File: config.mk
export PLATFORM = sky130hd
export DESIGN_NAME = uig_irq_gating
export DESIGN_NICKNAME = d
export VERILOG_FILES = /design/src/shared/uig_pkg.sv /design/src/shared/uig_gate_if.sv /design/src/rtl/uig_gate.sv /design/src/rtl/uig_irq_gating.sv
export SDC_FILE = /design/constraint.sdc
export NUM_CORES = 1
export LEC_CHECK = 0
export BUFFER_PORTS_ARGS = -buffer_cell sky130_fd_sc_hd__buf_2
export CAP_MARGIN = 20
export CORE_MARGIN = 2
export CORE_UTILIZATION = 40
export CTS_BUF_LIST = sky130_fd_sc_hd__clkbuf_2
export DETAILED_ROUTE_END_ITERATION = 10
export PLACE_DENSITY = 0.87
export SLEW_MARGIN = 40
export SYNTH_ARGS = -nofsm -noshare
export SYNTH_HDL_FRONTEND = slang
export SYNTH_SLANG_ARGS = --single-unit
File: constraint.sdc
create_clock -name CORE_CLK -period 2.55 [get_ports CORE_CLK]
set_clock_uncertainty 0.05 [all_clocks]
set_input_delay 0.1275 -clock CORE_CLK [delete_from_list [all_inputs] [get_ports CORE_CLK]]
set_output_delay 0.1275 -clock CORE_CLK [all_outputs]
set_load 0.02 [all_outputs]
File: src/shared/uig_pkg.sv
// constants and types for the serial port interrupt enable gating block
package uig_pkg;

    // ----------------------------------------
    // register map, byte addresses
    // ----------------------------------------
    localparam int ADDR_W = 8;
    localparam logic [7:0] OFS_CTRL = 8'h00;
    localparam logic [7:0] OFS_STATUS = 8'h04;
    localparam logic [7:0] OFS_MASK = 8'h08;
    localparam logic [7:0] OFS_FLAGS = 8'h0C;

    // ----------------------------------------
    // field layout
    // ----------------------------------------
    localparam int EN_W = 3;
    localparam int EN_TX_EMPTY = 0;
    localparam int EN_TX_IDLE = 1;
    localparam int EN_RX = 2;
    localparam int SRC_W = 4;
    localparam int SRC_TX_EMPTY = 0;
    localparam int SRC_TX_IDLE = 1;
    localparam int SRC_RX_DATA = 2;
    localparam int SRC_RX_OVERRUN = 3;

    // ----------------------------------------
    // reset values and bus answers
    // ----------------------------------------
    localparam logic [EN_W-1:0] RST_ENABLE = 3'h0;
    localparam logic [SRC_W-1:0] RST_MASK = 4'h0;
    localparam logic [SRC_W-1:0] RST_STATUS = 4'h0;
    localparam logic [1:0] RESP_OKAY = 2'h0;
    localparam logic [1:0] RESP_SLVERR = 2'h2;

    typedef enum logic [1:0] {
        WR_IDLE = 2'h1,
        WR_RESP = 2'h2
    } uig_wr_state_t;

    typedef enum logic [1:0] {
        RD_IDLE = 2'h1,
        RD_DATA = 2'h2
    } uig_rd_state_t;

endpackage

File: src/shared/uig_gate_if.sv
// enable and status signals between register core and gating logic
`timescale 1ns/1ns
interface uig_gate_if;
    logic [uig_pkg::EN_W-1:0] enable;
    logic [uig_pkg::SRC_W-1:0] flags;
    logic [uig_pkg::SRC_W-1:0] set_vec;

    // gating side sees enables and flags, returns the events to latch
    modport gate (
        input enable,
        input flags,
        output set_vec
    );

    modport core (
        output enable,
        output flags,
        input set_vec
    );
endinterface

File: src/rtl/uig_gate.sv
// per-source gating of serial port status flags by the interrupt enables
`timescale 1ns/1ns
module uig_gate (
    uig_gate_if.gate g
);

    // ----------------------------------------
    // map each source onto its enable bit
    // ----------------------------------------
    logic [uig_pkg::SRC_W-1:0] src_en;

    // both receiver sources share one enable
    always_comb begin
        src_en = '0;
        src_en[uig_pkg::SRC_RX_OVERRUN] = g.enable[uig_pkg::EN_RX];
        src_en[uig_pkg::SRC_RX_DATA] = g.enable[uig_pkg::EN_RX];
        src_en[uig_pkg::SRC_TX_IDLE] = g.enable[uig_pkg::EN_TX_IDLE];
        src_en[uig_pkg::SRC_TX_EMPTY] = g.enable[uig_pkg::EN_TX_EMPTY];
    end

    // ----------------------------------------
    // level gating, one lane per source
    // ----------------------------------------
    genvar i;
    generate
        for (i = 0; i < uig_pkg::SRC_W; i++) begin : g_lane
            // a disabled lane is forced low, so its flag cannot reach the request
            assign g.set_vec[i] = g.flags[i] & src_en[i];
        end
    endgenerate

endmodule

File: src/rtl/uig_irq_gating.sv
// serial port interrupt enable gating with an axi4-lite register slave
`timescale 1ns/1ns
module uig_irq_gating (
    input wire logic CORE_CLK,
    input wire logic ARST_N,
    // axi4-lite write address
    input wire logic S_AXI_AWVALID,
    output logic S_AXI_AWREADY,
    input wire logic [uig_pkg::ADDR_W-1:0] S_AXI_AWADDR,
    input wire logic [2:0] S_AXI_AWPROT,
    // axi4-lite write data
    input wire logic S_AXI_WVALID,
    output logic S_AXI_WREADY,
    input wire logic [31:0] S_AXI_WDATA,
    input wire logic [3:0] S_AXI_WSTRB,
    // axi4-lite write response
    output logic S_AXI_BVALID,
    input wire logic S_AXI_BREADY,
    output logic [1:0] S_AXI_BRESP,
    // axi4-lite read address
    input wire logic S_AXI_ARVALID,
    output logic S_AXI_ARREADY,
    input wire logic [uig_pkg::ADDR_W-1:0] S_AXI_ARADDR,
    input wire logic [2:0] S_AXI_ARPROT,
    // axi4-lite read data
    output logic S_AXI_RVALID,
    input wire logic S_AXI_RREADY,
    output logic [31:0] S_AXI_RDATA,
    output logic [1:0] S_AXI_RRESP,
    // status flags from the serial port, same clock domain
    input wire logic RX_OVERRUN_FLAG,
    input wire logic RX_DATA_AVAILABLE_FLAG,
    input wire logic TX_IDLE_FLAG,
    input wire logic TX_EMPTY_FLAG,
    // interrupt request towards the interrupt controller
    output logic UART_IRQ
);

    // ----------------------------------------
    // state declarations
    // ----------------------------------------
    uig_pkg::uig_wr_state_t wr_state_ff;
    uig_pkg::uig_wr_state_t nxt_wr_state;
    uig_pkg::uig_rd_state_t rd_state_ff;
    uig_pkg::uig_rd_state_t nxt_rd_state;

    logic aw_got_ff;
    logic nxt_aw_got;
    logic w_got_ff;
    logic nxt_w_got;
    logic [uig_pkg::ADDR_W-1:0] wr_addr_ff;
    logic [uig_pkg::ADDR_W-1:0] nxt_wr_addr;
    logic [31:0] wr_data_ff;
    logic [31:0] nxt_wr_data;
    logic [3:0] wr_strb_ff;
    logic [3:0] nxt_wr_strb;
    logic [1:0] bresp_ff;
    logic [1:0] nxt_bresp;

    logic [31:0] rdata_ff;
    logic [31:0] nxt_rdata;
    logic [1:0] rresp_ff;
    logic [1:0] nxt_rresp;

    logic [uig_pkg::EN_W-1:0] enable_ff;
    logic [uig_pkg::EN_W-1:0] nxt_enable;
    logic [uig_pkg::SRC_W-1:0] mask_ff;
    logic [uig_pkg::SRC_W-1:0] nxt_mask;
    logic [uig_pkg::SRC_W-1:0] status_ff;
    logic [uig_pkg::SRC_W-1:0] nxt_status;
    logic irq_ff;
    logic nxt_irq;

    logic wr_fire;
    logic wr_hit;
    logic rd_take;
    logic [uig_pkg::SRC_W-1:0] flags_raw;
    logic [uig_pkg::SRC_W-1:0] clr_vec;

    // register write decode and aligned read address
    logic [uig_pkg::ADDR_W-1:0] rd_addr_al;
    logic wr_lane0;
    logic ctrl_we;
    logic mask_we;
    logic status_we;

    uig_gate_if gif ();

    // ----------------------------------------
    // gating of status flags by the enables
    // ----------------------------------------

    // flags come from logic on this clock, so no synchroniser is needed
    assign flags_raw[uig_pkg::SRC_RX_OVERRUN] = RX_OVERRUN_FLAG;
    assign flags_raw[uig_pkg::SRC_RX_DATA] = RX_DATA_AVAILABLE_FLAG;
    assign flags_raw[uig_pkg::SRC_TX_IDLE] = TX_IDLE_FLAG;
    assign flags_raw[uig_pkg::SRC_TX_EMPTY] = TX_EMPTY_FLAG;
    // hand flags and enables to the gating lanes
    assign gif.flags = flags_raw;
    assign gif.enable = enable_ff;

    uig_gate u_gate (
        .g (gif.gate)
    );

    // ----------------------------------------
    // write channel
    // ----------------------------------------

    // one write in flight; a new address waits until the response is taken
    // address and data may arrive in either order; each is held once taken
    assign S_AXI_AWREADY = (wr_state_ff == uig_pkg::WR_IDLE) && !aw_got_ff;
    assign S_AXI_WREADY = (wr_state_ff == uig_pkg::WR_IDLE) && !w_got_ff;
    assign S_AXI_BVALID = (wr_state_ff == uig_pkg::WR_RESP);
    assign S_AXI_BRESP = bresp_ff;

    // the write takes effect in the cycle after both halves are held
    assign wr_fire = (wr_state_ff == uig_pkg::WR_IDLE) && aw_got_ff && w_got_ff;
    assign wr_hit = (wr_addr_ff == uig_pkg::OFS_CTRL) || (wr_addr_ff == uig_pkg::OFS_STATUS)
        || (wr_addr_ff == uig_pkg::OFS_MASK);

    // next state of the write side
    always_comb begin
        nxt_wr_state = wr_state_ff;
        nxt_aw_got = aw_got_ff;
        nxt_w_got = w_got_ff;
        nxt_wr_addr = wr_addr_ff;
        nxt_wr_data = wr_data_ff;
        nxt_wr_strb = wr_strb_ff;
        nxt_bresp = bresp_ff;
        case (wr_state_ff)
            uig_pkg::WR_IDLE: begin
                if (wr_fire) begin
                    nxt_aw_got = 1'b0;
                    nxt_w_got = 1'b0;
                    nxt_bresp = wr_hit ? uig_pkg::RESP_OKAY : uig_pkg::RESP_SLVERR;
                    nxt_wr_state = uig_pkg::WR_RESP;
                end else begin
                    if (S_AXI_AWVALID && !aw_got_ff) begin
                        nxt_aw_got = 1'b1;
                        nxt_wr_addr = {S_AXI_AWADDR[uig_pkg::ADDR_W-1:2], 2'h0};
                    end
                    if (S_AXI_WVALID && !w_got_ff) begin
                        nxt_w_got = 1'b1;
                        nxt_wr_data = S_AXI_WDATA;
                        nxt_wr_strb = S_AXI_WSTRB;
                    end
                end
            end
            uig_pkg::WR_RESP: begin
                if (S_AXI_BREADY) begin
                    nxt_wr_state = uig_pkg::WR_IDLE;
                end
            end
            default: begin
                nxt_wr_state = uig_pkg::WR_IDLE;
                nxt_aw_got = 1'b0;
                nxt_w_got = 1'b0;
            end
        endcase
    end

    // write side registers
    always_ff @(posedge CORE_CLK or negedge ARST_N) begin
        if (!ARST_N) begin
            wr_state_ff <= uig_pkg::WR_IDLE;
            aw_got_ff <= 1'b0;
            w_got_ff <= 1'b0;
            wr_addr_ff <= '0;
            wr_data_ff <= '0;
            wr_strb_ff <= '0;
            bresp_ff <= uig_pkg::RESP_OKAY;
        end else begin
            wr_state_ff <= nxt_wr_state;
            aw_got_ff <= nxt_aw_got;
            w_got_ff <= nxt_w_got;
            wr_addr_ff <= nxt_wr_addr;
            wr_data_ff <= nxt_wr_data;
            wr_strb_ff <= nxt_wr_strb;
            bresp_ff <= nxt_bresp;
        end
    end

    // ----------------------------------------
    // read channel
    // ----------------------------------------
    // one read in flight; arready stays low while the data stands
    assign S_AXI_ARREADY = (rd_state_ff == uig_pkg::RD_IDLE);
    assign S_AXI_RVALID = (rd_state_ff == uig_pkg::RD_DATA);
    assign S_AXI_RDATA = rdata_ff;
    assign S_AXI_RRESP = rresp_ff;
    assign rd_take = S_AXI_ARVALID && (rd_state_ff == uig_pkg::RD_IDLE);

    // low address bits are dropped, so an unaligned read hits the word below
    assign rd_addr_al = {S_AXI_ARADDR[uig_pkg::ADDR_W-1:2], 2'h0};

    // read data is captured when the address is taken and held until rready
    always_comb begin
        nxt_rd_state = rd_state_ff;
        nxt_rdata = rdata_ff;
        nxt_rresp = rresp_ff;
        case (rd_state_ff)
            uig_pkg::RD_IDLE: begin
                if (rd_take) begin
                    nxt_rd_state = uig_pkg::RD_DATA;
                    nxt_rresp = uig_pkg::RESP_OKAY;
                    nxt_rdata = '0;
                    case (rd_addr_al)
                        uig_pkg::OFS_CTRL: nxt_rdata[uig_pkg::EN_W-1:0] = enable_ff;
                        uig_pkg::OFS_STATUS: nxt_rdata[uig_pkg::SRC_W-1:0] = status_ff;
                        uig_pkg::OFS_MASK: nxt_rdata[uig_pkg::SRC_W-1:0] = mask_ff;
                        uig_pkg::OFS_FLAGS: nxt_rdata[uig_pkg::SRC_W-1:0] = flags_raw;
                        default: nxt_rresp = uig_pkg::RESP_SLVERR;
                    endcase
                end
            end
            uig_pkg::RD_DATA: begin
                if (S_AXI_RREADY) begin
                    nxt_rd_state = uig_pkg::RD_IDLE;
                end
            end
            default: begin
                nxt_rd_state = uig_pkg::RD_IDLE;
            end
        endcase
    end

    // read side registers
    always_ff @(posedge CORE_CLK or negedge ARST_N) begin
        if (!ARST_N) begin
            rd_state_ff <= uig_pkg::RD_IDLE;
            rdata_ff <= '0;
            rresp_ff <= uig_pkg::RESP_OKAY;
        end else begin
            rd_state_ff <= nxt_rd_state;
            rdata_ff <= nxt_rdata;
            rresp_ff <= nxt_rresp;
        end
    end

    // ----------------------------------------
    // enables, mask and sticky request status
    // ----------------------------------------

    // write decode; all fields live in byte lane 0, so only wstrb[0] matters
    assign wr_lane0 = wr_strb_ff[0];
    assign ctrl_we = wr_fire && wr_lane0 && (wr_addr_ff == uig_pkg::OFS_CTRL);
    assign mask_we = wr_fire && wr_lane0 && (wr_addr_ff == uig_pkg::OFS_MASK);
    assign status_we = wr_fire && wr_lane0 && (wr_addr_ff == uig_pkg::OFS_STATUS);

    // next enables, mask and status; a dropped enable leaves a latched bit set until software clears it
    always_comb begin
        nxt_enable = enable_ff;
        nxt_mask = mask_ff;
        clr_vec = '0;
        if (ctrl_we) begin
            nxt_enable = wr_data_ff[uig_pkg::EN_W-1:0];
        end
        if (mask_we) begin
            nxt_mask = wr_data_ff[uig_pkg::SRC_W-1:0];
        end
        if (status_we) begin
            clr_vec = wr_data_ff[uig_pkg::SRC_W-1:0];
        end
        // set wins over a same-cycle write-one-to-clear, so no event is lost
        nxt_status = (status_ff & ~clr_vec) | gif.set_vec;
    end

    // enable, mask and status registers
    always_ff @(posedge CORE_CLK or negedge ARST_N) begin
        if (!ARST_N) begin
            enable_ff <= uig_pkg::RST_ENABLE;
            mask_ff <= uig_pkg::RST_MASK;
            status_ff <= uig_pkg::RST_STATUS;
        end else begin
            enable_ff <= nxt_enable;
            mask_ff <= nxt_mask;
            status_ff <= nxt_status;
        end
    end

    // ----------------------------------------
    // interrupt request
    // ----------------------------------------

    // disabled sources never reach the set vector, so only the mask is applied here
    // level output: high until every unmasked status bit is cleared
    always_comb begin
        nxt_irq = |(status_ff & mask_ff);
    end

    // registered irq: one cycle behind status, but glitch-free at the pin
    always_ff @(posedge CORE_CLK or negedge ARST_N) begin
        if (!ARST_N) begin
            irq_ff <= 1'b0;
        end else begin
            irq_ff <= nxt_irq;
        end
    end

    assign UART_IRQ = irq_ff;

endmodule

**Word level (Yosys, flattened, before mapping)**

Cells that the tools add are included.

- Flip-flop bits (word level): 37
- Bits of input ports: 69
- Output and inout bits: 42
- Logic and storage cells: 83

- Equality and inequality tests: 15
- Multiplexer cells: 17
- Bitwise operators: 10
- Reductions and logical operators: 27

Operators by type and width:

| kind | count |
|---|---|
| == test 6 x 2 -> 1 bit (second input constant) | 3 |
| zero test 8 bit | 2 |
| == test 6 x 1 -> 1 bit (second input constant) | 2 |
| two-way mux 2 bit | 6 |
| case mux 3 bit (4 select lines) | 1 |
| AND reduction 2 bit | 6 |
| logical AND 1 bit | 11 |
| AND 4 bit | 2 |
| case mux 2 bit (2 select lines) | 2 |
| OR reduction 4 bit | 2 |
| inequality test 2 x 1 -> 1 bit (second input constant) | 3 |
| inequality test 3 x 2 -> 1 bit (second input constant) | 2 |
| AND reduction 3 bit | 2 |
| AND 1 bit | 4 |
| == test 2 x 1 -> 1 bit (second input constant) | 2 |
| == test 2 bit (second input constant) | 2 |
| two-way mux 1 bit | 4 |
| two-way mux 4 bit | 1 |
| NOT 4 bit | 1 |
| OR 4 bit | 1 |
| case mux 1 bit (2 select lines) | 2 |
| case mux 1 bit (3 select lines) | 1 |
| zero test 1 bit | 2 |
| logical OR 1 bit | 2 |
| 2 further kinds | 3 |

**Longest topological paths before layout**

- Word-level depth: 9
- Depth in mapped cells: 4
- Depth with buffers taken out: 4

**Modules after synthesis**

From an unflattened synthesis, not the netlist that was laid out.

- Cell total of the unflattened synthesis: 150
- Area, all modules: 1806.7 um^2

Modules (own cells, without submodules):

| module | times used | cells an instance | area an instance (um^2) | sequential area each (um^2) |
|---|---|---|---|---|
| uig_irq_gating | 1 | 146 | 1781.7 | 878.3 |
| uig_gate | 1 | 4 | 25.0 | 0.0 |

**Worst setup path before layout**

OpenSTA, ideal clock, no wires.

- Path kind: register to register
- Start point: register wr_state_ff[0]
- End point: register wr_data_ff[0]
- Library setup time: 125 ps
- Arrival time: 1934 ps
- Required time: 2375 ps
- Path slack: 441 ps
- Stages on the path, launching flop included: 5
- Path buffers: 1
- Clock period less this slack: 2109 ps
- Path through: dfstp_2 > nor3b_1 > and2_1 > clkbuf_1 > mux2_2

- Cells in the longest elaborated chain, start to end: 5

RTL lines:

| what | line | text |
|---|---|---|
| from (decl) | uig_irq_gating.sv:42 | `uig_pkg::uig_wr_state_t wr_state_ff;` |
| from (signal assigned) | uig_irq_gating.sv:166 | `wr_state_ff <= uig_pkg::WR_IDLE;` |
| from (signal assigned) | uig_irq_gating.sv:174 | `wr_state_ff <= nxt_wr_state;` |
| == test 2 x 1 -> 1 bit * | uig_irq_gating.sv:118, uig_irq_gating.sv:131 |  |
| logical AND 1 bit (2 in series) | uig_irq_gating.sv:118 | `assign wr_fire = (wr_state_ff == uig_pkg::WR_IDLE) && aw_got_ff && w_got_ff;` |
| NOT 1 bit (no line) | n/a |  |
| AND reduction 3 bit (no line) * | n/a |  |
| to (signal assigned) | uig_irq_gating.sv:178 | `wr_data_ff <= nxt_wr_data;` |
| to (decl) | uig_irq_gating.sv:53 | `logic [31:0] wr_data_ff;` |

Every way passes the cells marked *; elsewhere a longest branch is shown, timed or not.
A chain may end at the register's enable or synchronous reset.

**Final worst setup path**

- Start point: register wr_addr_ff[5] (netlist name)
- End point: register mask_ff[3] (netlist name)

- Cells in the longest elaborated chain, start to end: 2

RTL lines:

| what | line | text |
|---|---|---|
| from (decl) | uig_irq_gating.sv:51 | `logic [uig_pkg::ADDR_W-1:0] wr_addr_ff;` |
| from (signal assigned) | uig_irq_gating.sv:177 | `wr_addr_ff <= nxt_wr_addr;` |
| == test 6 x 2 -> 1 bit | uig_irq_gating.sv:248 | `assign mask_we = wr_fire && wr_lane0 && (wr_addr_ff == uig_pkg::OFS_MASK);` |
| logical AND 1 bit | uig_irq_gating.sv:248 |  |
| to (signal assigned) | uig_irq_gating.sv:273 | `mask_ff <= uig_pkg::RST_MASK;` |
| to (signal assigned) | uig_irq_gating.sv:277 | `mask_ff <= nxt_mask;` |
| to (decl) | uig_irq_gating.sv:67 | `logic [uig_pkg::SRC_W-1:0] mask_ff;` |

No other way between the ends.

==> impl_metrics.ini <==
[sta]
hold_viol_final = 0
worst_slack_ps = 543
setup_viol = 0
hold_ws_ps = 114
fin_crit_sh_pct = 78.7
rsz0062_at_grt = false
timing.final.max_slew_violations = 0
setup_tns_ps = 0
max_freq_mhz = 498
fin_crit_ps = 2010

[min_path]
holdPathStages = 4
hold_path_end = S_AXI_RRESP[1]
min_from = S_AXI_ARADDR[4]
min_path_type = in -> reg

[worst_setup_path]
critPathSlowestCell = or4_4
crit_buf_inv = 0
reg2reg_depth = 3
r2r_slack_ps = 540
r2r_start = wr_addr_ff[5]
endpoint_kind = flop
critical_path_required_ps = 2770
critPathMaxStageDelay_ps = 560
crit_type = reg -> reg
r2r-end = mask_ff[3]
cp_max_fo = 4
startpoint_type = flop
cp.depth = 3
path_common_cell = or4_4
path_cells = or4_4, or4_4, mux2_4
path_delay_family = simple AND/OR/NAND/NOR gates
arrival_ps = 2230

[place]
gp_congestion = 0.756
pre_cts_slack_ps = 572
hpwl_um = 2230
portBuffers = 39
dpl_cell_area_um2 = 1890

[cts]
cts_num_sinks = 35
numCtsBuffers = 5
post_cts_resized = 0
post_cts_buffers = 0
hold_buffers = 19
clkSlewWorstSetupHoldPaths_ps = 180
htreeDepth = 2
cts_buffer_depth = 2
clk_latency_ps = 370
cts-root-buf = clkbuf_2
tritoncts = built

[synthesis]
synthDistinctLibCells = 29
yosys-top-cells-area = dfrtp_1, buf_4, mux2_2, mux4_2, mux2_4
synth_edf_count = 0
synth_most_common_cell = dfrtp_1
synth_async_sr_flop_share_pct = 100
synth_flop_cell = dfrtp_1
netlist_instances = 143
yosysTopAreaCell = dfrtp_1
synth_top_area_share_pct = 46.9
syn_area_um2 = 1760
ys_seq_area_share_pct = 49.9
synth_common_cells = dfrtp_1, buf_4, mux2_2, inv_1
avgSynthCellArea_um2 = 12.3
synth_seq_cells = 35
yosys_warnings = 0

[cells_and_area]
seqCellArea_um2 = 878
post-route-util_pct = 49.5
multiInputGateArea_um2 = 723
antenna_cells = 0
fillers = 388
fin_nets = 274
syn2layout_area_growth_pct = 20.8
drive_above_1_share_pct = 34.5
finalInstanceArea_um2 = 2120

[floorplan]
io-pin-count = 111
initial_core_util_pct = 41.0
core_area_um2 = 4290
num_rows = 24
die_h_um = 70.3
die_w_um = 70.3
fp.dieArea_um2 = 4940

[power_and_ir_drop]
p_per_area_nw_per_um2 = 808
pwr-share-clk_pct = 14.0
sequentialPowerShare_pct = 50.3
combPwrFrac_pct = 35.7
vdd_drop_max_v = 0.000260
switching_share_pct = 36.1
p_switching_w = 0.000620
leakagePower_nw = 1.05
intPower_w = 0.00110

[drt]
drt_first_pass_iters = 4
wl_per_cell_um = 12.0
viasPerCell = 4.59
drc = 0
totalWireLength_um = 3100
drt_iter0_markers = 43
vias = 1184
final_antenna_net_count = 0

[global_route]
grt_usage_pct = 12.7
grt_pass1_wl_um = 4930
grt.overflow.total = 0
grt_max_degree = 36
antenna_found_initial = 0
grt_pass1_vias = 1105

[status]
status = complete, no violations

[flow_run]
cap_violations = 0
-- worst max-delay path by stage --
stage / from / to / slack, ps
after global placement: wr_addr_ff[5] / status_ff[3] / 600
after detailed placement: wr_addr_ff[5] / mask_ff[3] / 570
final: wr_addr_ff[5] / mask_ff[3] / 540
after floorplan: wr_state_ff[0] / wr_data_ff[0] / 440
after global routing: wr_addr_ff[5] / mask_ff[0] / 480
after CTS: wr_addr_ff[5] / mask_ff[3] / 540
-- cell families (layout without fill, tap and decap cells) --
| kind of cell | after synthesis | in the layout | synth area share (%) |
|---|---|---|---|
| compound gates | 18 | 18 | 7.54 |
| buf+inv | 39 | 73 | 15.1 |
| simple gates | 28 | 28 | 10.5 |
| mux | 22 | 22 | 16.7 |
| other cells | 1 | 30 | 0.213 |
| flops | 35 | 35 | 49.9 |
-- registers in the layout, indices dropped and copies added (netlist names) --
name         flops
wr_addr_ff       6
S_AXI_RDATA      4
mask_ff          4
status_ff        4
wr_data_ff       4
enable_ff        3
rd_state_ff      2
wr_state_ff      2
S_AXI_BRESP      1
S_AXI_RRESP      1
UART_IRQ         1
aw_got_ff        1
w_got_ff         1
wr_strb_ff       1
-- cells in the final DEF, fill, tap and decap left out, drive strengths merged, types with 3 or more instances in the layout --
cell type and n:
a221o 4, a22o 4, buf 40, clkbuf 5, conb 30, dfrtp 33
dlygate4sd3 19, inv 6, mux2 17, mux4 3, nand2 4, nand2b 5
nor2b 5, o21ai 5, or4 4
-- power groups by stage --
stage | combinational, W | clock, W | sequential, W
5_1_grt | 0.000671 | 0.000273 | 0.000891
3_5_place_dp | 0.000591 | 0 | 0.000874
6_report | 0.000612 | 0.000241 | 0.000864
2_1_floorplan | 0.000481 | 0 | 0.000856
3_3_place_gp | 0.000574 | 0 | 0.000861
4_1_cts | 0.000617 | 0.000249 | 0.000862
-- cell type report --
cell class | instances | area share (%)
Sequential cell | 35 | 41.3
Clock buffer | 5 | 1.18
Tap cell | 52 | 3.06
Timing Repair Buffer | 59 | 18.6
Multi-Input combinational cell | 98 | 34.0
Clock inverter | 3 | 0.707
Inverter | 6 | 1.06
-- per-layer routing --
metal | vias up | global-route usage, % | part of all wire (%)
met4 | 0 | 6.62 | 2.5
met3 | 8 | 3.46 | 6.2
met5 | - | 0 | 0
met2 | 43 | 22.7 | 51
met1 | 567 | 13.6 | 40
li1 | 566 | - | -
-- worst reg2reg max path, cell delays in order (launching register included) --
cell and delay, ps:
dfrtp_1 410, or4_4 560, or4_4 560, mux2_4 320
-- stage by stage --
step	total power (W)	instances
final	0.00172	258
after global routing	0.00184	258
after CTS	0.00173	258
after detailed placement	0.00146	231
after global placement	0.00144	231
after floorplan	0.00134	172
(Power assumes the default switching activity.)
